`config.mk`:
```
export PLATFORM = sky130hd
export DESIGN_NAME = ahpi_host_port
export DESIGN_NICKNAME = d
export VERILOG_FILES = /design/src/design/ahpi_pkg.sv /design/src/design/ahpi_fifo.sv /design/src/design/ahpi_host_port.sv
export SDC_FILE = /design/constraint.sdc
export NUM_CORES = 1
export LEC_CHECK = 0
export BUFFER_PORTS_ARGS = -buffer_cell sky130_fd_sc_hd__clkbuf_2
export CORE_MARGIN = 5
export CORE_UTILIZATION = 35
export DETAILED_ROUTE_END_ITERATION = 16
export SLEW_MARGIN = 20
export SYNTH_ARGS = -nofsm -noshare
export SYNTH_HDL_FRONTEND = slang
export SYNTH_HIERARCHICAL = 1
export SYNTH_SLANG_ARGS = --single-unit
```
`constraint.sdc`:
```
create_clock -name core_clk -period 4.6 [get_ports core_clk]
set_input_delay 0.46 -clock core_clk [delete_from_list [all_inputs] [get_ports core_clk]]
set_output_delay 0.46 -clock core_clk [all_outputs]
set_load 0.005 [all_outputs]
```
`src/design/ahpi_pkg.sv`:
```
/*
 * ahpi_pkg: constants shared by the host pin interface of the storage port.
 * assumes a 40 MHz core clock; all timing counts are derived from it.
 */
package ahpi_pkg;

    // ------------------------------------------------------------
    // clock and timing
    // ------------------------------------------------------------
    localparam int CLK_PERIOD_PS = 25000;
    localparam int PIO0_SETUP_NS = 70;
    localparam int PIO0_ACTIVE_NS = 290;
    localparam int PIO0_RECOVERY_NS = 240;
    localparam int PIO_SETUP_CYC = (PIO0_SETUP_NS * 1000 + CLK_PERIOD_PS - 1) / CLK_PERIOD_PS;
    localparam int PIO_ACTIVE_CYC = (PIO0_ACTIVE_NS * 1000 + CLK_PERIOD_PS - 1) / CLK_PERIOD_PS;
    localparam int PIO_RECOV_CYC = (PIO0_RECOVERY_NS * 1000 + CLK_PERIOD_PS - 1) / CLK_PERIOD_PS;
    localparam int UDMA_HALF_NS = 120;
    localparam int UDMA_HALF_CYC = (UDMA_HALF_NS * 1000 + CLK_PERIOD_PS - 1) / CLK_PERIOD_PS;
    localparam int CNT_W = 8;

    // ------------------------------------------------------------
    // pin widths and chip-select codes (active-low selects)
    // ------------------------------------------------------------
    localparam int DATA_W = 16;
    localparam int ADDR_W = 3;
    localparam int FIFO_DEPTH = 32;
    localparam logic [1:0] CS_NONE = 2'h3;
    localparam logic [1:0] CS_CMD_BLOCK = 2'h2;
    localparam logic [1:0] CS_CTRL_BLOCK = 2'h1;

    // ------------------------------------------------------------
    // transfer kinds
    // ------------------------------------------------------------
    typedef enum logic [1:0] {
        AHPI_XFER_PIO = 2'b00,
        AHPI_XFER_MDMA = 2'b01,
        AHPI_XFER_UDMA = 2'b10
    } ahpi_xfer_t;

endpackage : ahpi_pkg

```
`src/design/ahpi_fifo.sv`:
```
/*
 * ahpi_fifo: synchronous valid/ready fifo for the data path.
 * assumes one clock and a synchronous active-high reset.
 */
`timescale 1ns/1ps
`default_nettype none
module ahpi_fifo #(
    parameter int WIDTH = 16,
    parameter int DEPTH = 32
) (
    input wire logic core_clk,
    input wire logic reset,
    input wire logic flush,
    input wire logic in_valid,
    output logic in_ready,
    input wire logic [WIDTH-1:0] in_data,
    output logic out_valid,
    input wire logic out_ready,
    output logic [WIDTH-1:0] out_data
);
    localparam int AW = $clog2(DEPTH);

    logic [WIDTH-1:0] mem_q [DEPTH];
    logic [AW-1:0] wr_q, wr_d, rd_q, rd_d;
    logic [AW:0] cnt_q, cnt_d;
    logic push, pop;

    assign in_ready = (cnt_q != (AW+1)'(DEPTH));
    assign out_valid = (cnt_q != '0);
    assign out_data = mem_q[rd_q];
    assign push = in_valid && in_ready;
    assign pop = out_valid && out_ready;

    always_comb
    begin
        wr_d = push ? wr_q + AW'(1) : wr_q;
        rd_d = pop ? rd_q + AW'(1) : rd_q;
        cnt_d = cnt_q + (AW+1)'(push) - (AW+1)'(pop);
        if (flush)
        begin
            wr_d = '0;
            rd_d = '0;
            cnt_d = '0;
        end
    end

    always_ff @(posedge core_clk)
    begin
        if (reset)
        begin
            wr_q <= '0;
            rd_q <= '0;
            cnt_q <= '0;
        end
        else
        begin
            wr_q <= wr_d;
            rd_q <= rd_d;
            cnt_q <= cnt_d;
        end
    end

    always_ff @(posedge core_clk)
    begin
        if (push)
        begin
            mem_q[wr_q] <= in_data;
        end
    end
endmodule : ahpi_fifo
`default_nettype wire

```
`src/design/ahpi_host_port.sv`:
```
/*
 * ahpi_host_port: host-side pins of a parallel storage port (task-file PIO,
 * multiword dma, ultra-dma) with a 32-word data fifo toward the user side.
 * assumes the attached drive obeys the pin protocol; user requests are on
 * core_clk; drive pins are asynchronous; request, ready and irq pass a 3-flop filter, the data bus is sampled twice.
 */
`timescale 1ns/1ps
`default_nettype none
module ahpi_host_port #(
    parameter int DEPTH = ahpi_pkg::FIFO_DEPTH
) (
    input wire logic core_clk,
    input wire logic reset,
    // user side
    input wire logic pio_req,
    input wire logic pio_write,
    input wire logic pio_ctrl_block,
    input wire logic [2:0] pio_addr,
    input wire logic [15:0] pio_wdata,
    output logic pio_done,
    output logic [15:0] pio_rdata,
    input wire logic dma_enable,
    input wire logic dma_dir_in,
    input wire logic dma_ultra,
    input wire logic card_ide_mode_select,
    input wire logic reset_active_high,
    input wire logic device_reset_req,
    input wire logic wr_valid,
    output logic wr_ready,
    input wire logic [15:0] wr_data,
    output logic rd_valid,
    input wire logic rd_ready,
    output logic [15:0] rd_data,
    output logic irq_out,
    // drive pins
    output logic [1:0] host_chip_selects,
    output logic host_addr_bit0,
    output logic host_addr_bit1,
    output logic host_addr_bit2,
    input wire logic [15:0] host_data_bus_in,
    output logic [15:0] host_data_bus_out,
    output logic host_data_bus_oe,
    input wire logic dma_request_in,
    output logic dma_ack_out,
    input wire logic device_ready_in,
    output logic host_read_strobe_out,
    output logic host_write_strobe_out,
    input wire logic device_irq_in,
    output logic device_reset_out,
    output logic buffer_direction_out
);
    localparam int CW = ahpi_pkg::CNT_W;

    // ------------------------------------------------------------
    // pin input filters: change counts once flops 2 and 3 agree
    // ------------------------------------------------------------
    logic [2:0] rq_s, rdy_s, irq_s;
    logic dmarq_q, dmarq_d, rdy_q, rdy_d, irqf_q, irqf_d;
    logic [15:0] din_a_q, din_b_q;

    always_comb
    begin
        dmarq_d = (rq_s[1] == rq_s[2]) ? rq_s[2] : dmarq_q;
        rdy_d = (rdy_s[1] == rdy_s[2]) ? rdy_s[2] : rdy_q;
        irqf_d = (irq_s[1] == irq_s[2]) ? irq_s[2] : irqf_q;
    end

    always_ff @(posedge core_clk)
    begin
        if (reset)
        begin
            rq_s <= '0;
            rdy_s <= 3'h7;
            irq_s <= '0;
            dmarq_q <= 1'b0;
            rdy_q <= 1'b1;
            irqf_q <= 1'b0;
            din_a_q <= '0;
            din_b_q <= '0;
        end
        else
        begin
            rq_s <= {rq_s[1:0], dma_request_in};
            rdy_s <= {rdy_s[1:0], device_ready_in};
            irq_s <= {irq_s[1:0], device_irq_in};
            dmarq_q <= dmarq_d;
            rdy_q <= rdy_d;
            irqf_q <= irqf_d;
            // data is sampled twice; it is quiet by the time a strobe edge uses it
            din_a_q <= host_data_bus_in;
            din_b_q <= din_a_q;
        end
    end

    typedef enum logic [2:0] {
        ST_IDLE = 3'b000,
        ST_SETUP = 3'b001,
        ST_ACTIVE = 3'b010,
        ST_RECOV = 3'b011,
        ST_UDMA = 3'b100,
        ST_STOP = 3'b101
    } ahpi_state_t;

    ahpi_state_t st_q, st_d;
    logic [CW-1:0] cnt_q, cnt_d;
    logic is_dma_q, is_dma_d, write_q, write_d, cap_q, cap_d, take_q, take_d;
    logic [1:0] cs_q, cs_d;
    logic [2:0] addr_q, addr_d;
    logic [15:0] dout_q, dout_d, rdat_q, rdat_d;
    logic oe_q, oe_d, rd_n_q, rd_n_d, wr_n_q, wr_n_d, ack_q, ack_d, dir_q, dir_d;
    logic done_q, done_d, rdy_prev_q, hstb_q, hstb_d;
    logic dma_allowed;

    // ------------------------------------------------------------
    // fifo between user and pins (one direction at a time)
    // ------------------------------------------------------------
    logic f_in_valid, f_in_ready, f_out_valid, f_out_ready;
    logic [15:0] f_in_data, f_out_data;
    logic fill_from_pins;

    assign fill_from_pins = dma_dir_in;
    assign f_in_valid = fill_from_pins ? cap_q : wr_valid;
    assign f_in_data = fill_from_pins ? din_b_q : wr_data;
    assign wr_ready = !fill_from_pins && f_in_ready;
    assign f_out_ready = fill_from_pins ? rd_ready : take_q;
    assign rd_valid = fill_from_pins && f_out_valid;
    assign rd_data = f_out_data;

    ahpi_fifo #(.WIDTH(ahpi_pkg::DATA_W), .DEPTH(DEPTH)) u_fifo (
        .core_clk(core_clk),
        .reset(reset),
        .flush(st_q == ST_IDLE && !dma_enable),
        .in_valid(f_in_valid),
        .in_ready(f_in_ready),
        .in_data(f_in_data),
        .out_valid(f_out_valid),
        .out_ready(f_out_ready),
        .out_data(f_out_data)
    );

    // ------------------------------------------------------------
    // transfer sequencer
    // ------------------------------------------------------------
    // a flash card in true-ide mode has no dma wires
    assign dma_allowed = dma_enable && !card_ide_mode_select;

    always_comb
    begin
        st_d = st_q;
        cnt_d = cnt_q - CW'(1);
        is_dma_d = is_dma_q;
        write_d = write_q;
        cs_d = cs_q;
        addr_d = addr_q;
        dout_d = dout_q;
        rdat_d = rdat_q;
        oe_d = 1'b0;
        rd_n_d = 1'b1;
        wr_n_d = 1'b1;
        ack_d = 1'b0;
        dir_d = 1'b0;
        done_d = 1'b0;
        cap_d = 1'b0;
        take_d = 1'b0;
        hstb_d = hstb_q;
        unique case (st_q)
            ST_IDLE:
            begin
                cs_d = ahpi_pkg::CS_NONE;
                cnt_d = CW'(ahpi_pkg::PIO_SETUP_CYC);
                if (dma_allowed && dmarq_q &&
                    (dma_dir_in ? f_in_ready : f_out_valid))
                begin
                    is_dma_d = 1'b1;
                    write_d = !dma_dir_in;
                    ack_d = 1'b1;
                    dir_d = !dma_dir_in;
                    hstb_d = 1'b1;
                    if (!dma_dir_in)
                    begin
                        dout_d = f_out_data;
                    end
                    st_d = dma_ultra ? ST_UDMA : ST_SETUP;
                    cnt_d = dma_ultra ? CW'(ahpi_pkg::UDMA_HALF_CYC)
                                      : CW'(ahpi_pkg::PIO_SETUP_CYC);
                end
                else if (pio_req)
                begin
                    is_dma_d = 1'b0;
                    write_d = pio_write;
                    cs_d = pio_ctrl_block ? ahpi_pkg::CS_CTRL_BLOCK
                                          : ahpi_pkg::CS_CMD_BLOCK;
                    addr_d = pio_addr;
                    dout_d = pio_wdata;
                    dir_d = pio_write;
                    st_d = ST_SETUP;
                end
            end
            ST_SETUP:
            begin
                ack_d = is_dma_q;
                dir_d = write_q;
                oe_d = write_q;
                if (cnt_q == CW'(1))
                begin
                    st_d = ST_ACTIVE;
                    cnt_d = CW'(ahpi_pkg::PIO_ACTIVE_CYC);
                end
            end
            ST_ACTIVE:
            begin
                ack_d = is_dma_q;
                dir_d = write_q;
                oe_d = write_q;
                rd_n_d = write_q;
                wr_n_d = !write_q;
                if (!rdy_q && !is_dma_q)
                begin
                    cnt_d = cnt_q;
                end
                if (cnt_q == CW'(1) && (rdy_q || is_dma_q))
                begin
                    st_d = ST_RECOV;
                    cnt_d = CW'(ahpi_pkg::PIO_RECOV_CYC);
                    rdat_d = din_b_q;
                    cap_d = is_dma_q && !write_q;
                    take_d = is_dma_q && write_q;
                    done_d = !is_dma_q;
                end
            end
            ST_RECOV:
            begin
                ack_d = is_dma_q;
                if (cnt_q == CW'(1))
                begin
                    st_d = ST_IDLE;
                    cs_d = ahpi_pkg::CS_NONE;
                end
            end
            ST_UDMA:
            begin
                ack_d = 1'b1;
                dir_d = write_q;
                oe_d = write_q;
                cnt_d = cnt_q;
                if (write_q)
                begin
                    // pause while the drive holds its ready low
                    if (rdy_q && f_out_valid)
                    begin
                        cnt_d = cnt_q - CW'(1);
                        if (cnt_q == CW'(1))
                        begin
                            hstb_d = !hstb_q;
                            take_d = 1'b1;
                            dout_d = f_out_data;
                            cnt_d = CW'(ahpi_pkg::UDMA_HALF_CYC);
                        end
                    end
                    rd_n_d = hstb_q;
                end
                else
                begin
                    rd_n_d = !f_in_ready;
                    cap_d = (rdy_q != rdy_prev_q) && f_in_ready;
                end
                if (!dmarq_q || !dma_allowed)
                begin
                    st_d = ST_STOP;
                    cnt_d = CW'(ahpi_pkg::UDMA_HALF_CYC);
                end
            end
            ST_STOP:
            begin
                ack_d = 1'b1;
                wr_n_d = 1'b0;
                rd_n_d = write_q ? hstb_q : 1'b1;
                if (cnt_q == CW'(1))
                begin
                    st_d = ST_IDLE;
                end
            end
            default:
            begin
                st_d = ST_IDLE;
            end
        endcase
        if (is_dma_q && st_q != ST_IDLE)
        begin
            cs_d = ahpi_pkg::CS_NONE;
        end
        if (st_d == ST_IDLE)
        begin
            ack_d = 1'b0;
        end
    end

    always_ff @(posedge core_clk)
    begin
        if (reset)
        begin
            st_q <= ST_IDLE;
            cnt_q <= '0;
            is_dma_q <= 1'b0;
            write_q <= 1'b0;
            cs_q <= ahpi_pkg::CS_NONE;
            addr_q <= '0;
            dout_q <= '0;
            rdat_q <= '0;
            oe_q <= 1'b0;
            rd_n_q <= 1'b1;
            wr_n_q <= 1'b1;
            ack_q <= 1'b0;
            dir_q <= 1'b0;
            done_q <= 1'b0;
            cap_q <= 1'b0;
            take_q <= 1'b0;
            hstb_q <= 1'b1;
            rdy_prev_q <= 1'b1;
        end
        else
        begin
            st_q <= st_d;
            cnt_q <= cnt_d;
            is_dma_q <= is_dma_d;
            write_q <= write_d;
            cs_q <= cs_d;
            addr_q <= addr_d;
            dout_q <= dout_d;
            rdat_q <= rdat_d;
            oe_q <= oe_d;
            rd_n_q <= rd_n_d;
            wr_n_q <= wr_n_d;
            ack_q <= ack_d;
            dir_q <= dir_d;
            done_q <= done_d;
            cap_q <= cap_d;
            take_q <= take_d;
            hstb_q <= hstb_d;
            rdy_prev_q <= rdy_q;
        end
    end

    // ------------------------------------------------------------
    // reset pin and interrupt
    // ------------------------------------------------------------
    logic drst_q, drst_d, irq_q;

    assign drst_d = device_reset_req ~^ reset_active_high;

    always_ff @(posedge core_clk)
    begin
        if (reset)
        begin
            drst_q <= 1'b0;
            irq_q <= 1'b0;
        end
        else
        begin
            drst_q <= drst_d;
            irq_q <= irqf_q;
        end
    end

    assign host_chip_selects = cs_q;
    assign host_addr_bit0 = addr_q[0];
    assign host_addr_bit1 = addr_q[1];
    assign host_addr_bit2 = addr_q[2];
    assign host_data_bus_out = dout_q;
    assign host_data_bus_oe = oe_q;
    assign dma_ack_out = ack_q;
    assign host_read_strobe_out = rd_n_q;
    assign host_write_strobe_out = wr_n_q;
    assign buffer_direction_out = dir_q;
    assign device_reset_out = drst_q;
    assign irq_out = irq_q;
    assign pio_done = done_q;
    assign pio_rdata = rdat_q;
endmodule : ahpi_host_port
`default_nettype wire

```
# Word level (Yosys, flattened, before mapping)
# Memories as Yosys holds them, arrays and structs flattened. A register that Yosys moved wholly into a read port is not among the register bits.
# Cells that the tools add are included.
# word_totals
romBits,0
input_bits,67
regBits,122
memories,1
ramBits,512
output_inout_bits,63
latch_bits,0
word_cells,177
# classes
shift,0
bitwise_logic,5
n_mux,64
n_reduce_logical,50
mul,0
div,0
order_cmp,0
n_eq_ne,21
addsub,5
# memory_table
memory,depth,word_bits,rd,rd_ports_with_merged_regs,write_ports,line_no,source
u_fifo.mem_q,32,16,1,1,1,ahpi_fifo.sv:23,logic [WIDTH-1:0] mem_q [DEPTH];
# ops
operator,n
2-to-1 mux 16 bit,7
2-to-1 mux 8 bit,7
case mux 16 bit (2 select lines),1
case mux 8 bit (4 select lines),1
2-to-1 mux 3 bit,9
2-to-1 mux 1 bit,24
logical AND 1 bit,15
case mux 3 bit (5 select lines),1
inequality test 3 bit (second input constant),4
OR reduction 2 bit,6
adder 5 x 1 -> 5 bit (second input constant),2
zero test 1 bit,10
2-to-1 mux 5 bit,2
case mux 1 bit (2 select lines),5
OR reduction 3 bit,3
== test 8 x 1 -> 1 bit (second input constant),1
2-to-1 mux 2 bit,4
inequality test 2 bit (second input constant),4
subtractor 8 x 1 -> 8 bit (second input constant),1
adder 6 x 1 -> 6 bit,1
== test 3 x 2 -> 1 bit (second input constant),2
== test 3 bit (second input constant),2
zero test 3 bit,2
inequality test 6 bit (second input constant),1
18 further kinds,30

# Longest topological paths before layout
# logic_depth
depth_word,8
depth_mapped,15
ltp_nobuf,14

# By module
# The synthesis kept the hierarchy.
# by_module_without_submodules
module,area_each_um2,cells_per_inst,seq_area_each_um2,n_inst
ahpi_fifo,20726.1,1072,15795.1,1
ahpi_host_port,4436.8,479,2122.0,1

# Worst setup path before layout
# Ideal clock, no wire load.
# synth_timing
kind,input -> register
from,in dma_dir_in
to,reg u_fifo.cnt_q[4]
setup_slack_ps,1625
arrival_time_ps,2851
setup_ps,124
stages,14
required_ps,4476
cell_sequence,buf_1 -> mux2_2 -> and2_1 -> clkbuf_1 -> clkinv_1 -> ha_1 -> inv_1 -> ha_1 -> inv_1 -> fa_1 -> nand2b_1 -> a21oi_1 -> o21a_1 -> nor3_1
# synth_via
elab_chain_cells,4
word_cells_on_any_way,6
classes_between,add/sub: 2; mux: 2; reduce/logical: 2
# synth_rtl
element,line_no,source
start: declaration,ahpi_host_port.sv:23,"input wire logic dma_dir_in,"
2-to-1 mux 1 bit,ahpi_host_port.sv:122,assign f_in_valid = fill_from_pins ? cap_q : wr_valid;
net f_in_valid,ahpi_host_port.sv:117,"logic f_in_valid, f_in_ready, f_out_valid, f_out_ready;"
logical AND 1 bit,ahpi_fifo.sv:31,assign push = in_valid && in_ready;
adder 6 x 1 -> 6 bit,ahpi_fifo.sv:38,cnt_d = cnt_q + (AW+1)'(push) - (AW+1)'(pop);
subtractor 6 x 1 -> 6 bit,ahpi_fifo.sv:38,
end signal: assignment,ahpi_fifo.sv:59,cnt_q <= cnt_d;
end: declaration,ahpi_fifo.sv:25,"logic [AW:0] cnt_q, cnt_d;"
# The timed path passes the listed nets, and every way through them passes these cells.
# A chain may end at the register's enable or synchronous reset.

==> impl_metrics.tcl <==
set metrics [dict create \
    p_switching_w 0.00307 \
    drt_iter0_drc 1266 \
    cp_slowest_cell "dfxtp_4" \
    nNetsFinal 1799 \
    final-hold-violation-count 0 \
    hp-class "primary input to flop" \
    drc 0 \
    crit_chain "buf_4, mux4_1, a22oi_1, nand4_1, clkbuf_2" \
    ys_async_sr_fraction_pct 0 \
    cts_hold_buf 0 \
    die_w_um 278 \
    ys_seq_area_share_pct 71.2 \
    netlist_top_cells_area "edfxtp_1 (61%), dfxtp_1 (10%), mux2i_1 (5.3%)" \
    tightestPinTransition_ps 1020 \
    antenna_found_initial 5 \
    fmaxAchievable_mhz 252 \
    cts.sinks 639 \
    h-tree-depth 3 \
    cts_tree "built" \
    wire_per_inst_um 23.4 \
    cp-start-kind "flop" \
    netlist_instances 1551 \
    place.port_buffers 129 \
    vdd_ir_drop_max_uv 272 \
    power_frac_seq_pct 49.3 \
    synth_top_area_share_pct 61.1 \
    syn_to_final_growth_pct 16.2 \
    status "finished, final reports clean" \
    initial_utilization_pct 35.3 \
    p_clk_share_pct 42.0 \
    rsz0062_at_grt "no" \
    fin_crit_ps 3970 \
    report.final.slew_viol_count 0 \
    powerDensity_nw_per_um2 448 \
    synth_area_leader_cell "edfxtp_1" \
    cp_max_fo 37 \
    clk_pin_slew_ps 60 \
    fin_tns_setup_ps 0 \
    viasPerCell 5.22 \
    cp.required_ps 4140 \
    p_comb_share_pct 8.7 \
    synth_seq_cells 639 \
    synth_edf_count 512 \
    ios 130 \
    hpwlAfterDp_um 38600 \
    cts_made_buffers 69 \
    cts_resized 0 \
    layout-drive-gt1-share_pct 22.7 \
    final-setup-viol-count 0 \
    grt_max_degree 77 \
    synth_nets 1635 \
    syn-cell-area_um2 25200 \
    period_share_pct 86.3 \
    end_kind "primary output" \
    cts-root-buf "clkbuf_16" \
    clock_path_buffers 3 \
    syn_area_per_cell_um2 16.2 \
    yosysMostFrequentCell "edfxtp_1" \
    grt_first_pass_wirelength_um 94400 \
    intPower_w 0.0100 \
    crit_arrival_ps 3510 \
    synthTopCellsByCount "edfxtp_1 (512), mux2i_1 (132), dfxtp_1 (127)" \
    max_cap_viol_count 0 \
    first_pass_iters 6 \
    ant_nets 0 \
    swShare_pct 23.5 \
    crit_path_max_incr_delay_ps 820 \
    yosys_warnings 6 \
    fin_worst_skew_ps 31.5 \
    die_h_um 278 \
    grt_overflow 0 \
    grt.total_usage_pct 16.2 \
    totalWireLength_um 63800 \
    postCtsSetupRepairBufs 0 \
    p_leak_nw 9.60 \
    num_vias 14222 \
    fp-row-count 98 \
    max_slew_margin_pct 32.2 \
    gp_congestion 0.803 \
    synth_ff_type "edfxtp_1" \
    grt_pass1_vias 14614 \
    worstSetupPathType "flop to primary output" \
    fin_util_pct 41.0 \
    core_um2 71400 \
    ys_types 77 \
    dieArea_um2 77400 \
    clk_latency_ps 610 \
]
==> power groups by stage <==
| stage | logic, W | registers (W) | clock network, W |
|---|---|---|---|
| after CTS | 0.00114 | 0.00646 | 0.00564 |
| after global placement | 0.00111 | 0.00657 | 0 |
| final | 0.00114 | 0.00646 | 0.00551 |
| after detailed placement | 0.00113 | 0.00658 | 0 |
| after floorplan | 0.000728 | 0.00656 | 0 |
| after global routing | 0.00126 | 0.00647 | 0.00590 |
==> placed cells by master, fill, tap and decap left out, types with 13 or more instances in the layout <==
cell type and n:
nor2b_1 42, nand2_1 90, dfxtp_1 125, nand3_1 43
clkbuf_2 128, clkbuf_1 13, inv_1 20, mux4_2 57
clkinv_1 13, mux2i_1 132, nand4_1 19, a22oi_1 96
o21ai_0 22, ha_1 16, mux2_2 18, nor2_1 82
a21oi_1 27, a311oi_1 13, clkbuf_16 70, edfxtp_1 512
buf_4 52
==> sequential cells by signal, indices dropped and copies added, names as in the netlist, 2 cells and up, named ones only <==
name               cells
u_fifo/wr_q            5
rq_s                   3
host_data_bus_out     16
u_fifo/mem_q         512
u_fifo/cnt_q           6
din_b_q               16
irq_s                  3
addr_q                 3
pio_rdata             16
rdy_s                  3
cnt_q                  8
u_fifo/rd_q            5
st_q                   3
host_chip_selects      2
din_a_q               16
==> worst max-delay path, delay by kind of cell, from the launching register on <==
family / cells / cell delay, ps
AND/OR/NAND/NOR: 1 / 370
flip-flops: 1 / 820
multiplexers: 1 / 650
buffers and inverters: 2 / 860
AO/OA/AOI/OAI: 1 / 200
==> routing by layer <==
metal | GRT usage, % | routed length (µm) | vias up
met3 | 4.54 | 5720 | 124
li1 | - | - | 6363
met1 | 21.6 | 26500 | 7188
met2 | 25.4 | 29400 | 547
met5 | 0 | 0 | -
met4 | 6.19 | 2210 | 0
==> final timing paths <==
| path | slack, ps | cells past startpoint | endpoint | from |
|---|---|---|---|---|
| worst max register to register | 1510 | 6 | host_data_bus_out[7] | flop |
| worst min register to register | 420 | 1 | rdy_s[1] | rdy_s[0] |
| worst max-delay path | 630 | 5 | rd_data[7] | flop |
| worst min-delay path | 50 | 2 | rdy_s[0] | device_ready_in |
==> final cells by class <==
type	instances	area, µm²
diodes	4	10.0
clock buffers	88	1870
clock inverters	37	408
fillers	6501	42100
inverters	21	78.8
multi-input cells	801	6690
flip-flops and latches	639	17900
well taps	950	1190
repair buffers	183	1090
==> stage by stage <==
| step | cells | setup slack, ps | cell area [µm²] | hold WS (ps) | power, W |
|---|---|---|---|---|---|
| final | 2723 | 629 | 29300 | 50.7 | 0.0131 |
| after detailed placement | 2593 | 1170 | 26900 | 403 | 0.00771 |
| after global placement | 2593 | 1190 | 26900 | 398 | 0.00769 |
| after floorplan | 1551 | 1620 | 25200 | 389 | 0.00728 |
| after global routing | 2720 | 394 | 29200 | 40.0 | 0.0136 |
| after CTS | 2718 | 515 | 29200 | 15.3 | 0.0132 |
==> cell families (layout without fill, tap and decap cells) <==
group / after synthesis / count (layout) / synth area share (%)
buf+inv: 111 / 329 / 2.30
xor+xnor: 16 / 16 / 0.557
other cells: 0 / 4 / 0
mux: 214 / 214 / 11.9
compound gates: 210 / 210 / 6.18
simple gates: 343 / 343 / 6.96
flops: 639 / 639 / 71.2
fa+ha+maj: 18 / 18 / 0.915
(Power assumes the default switching activity.)
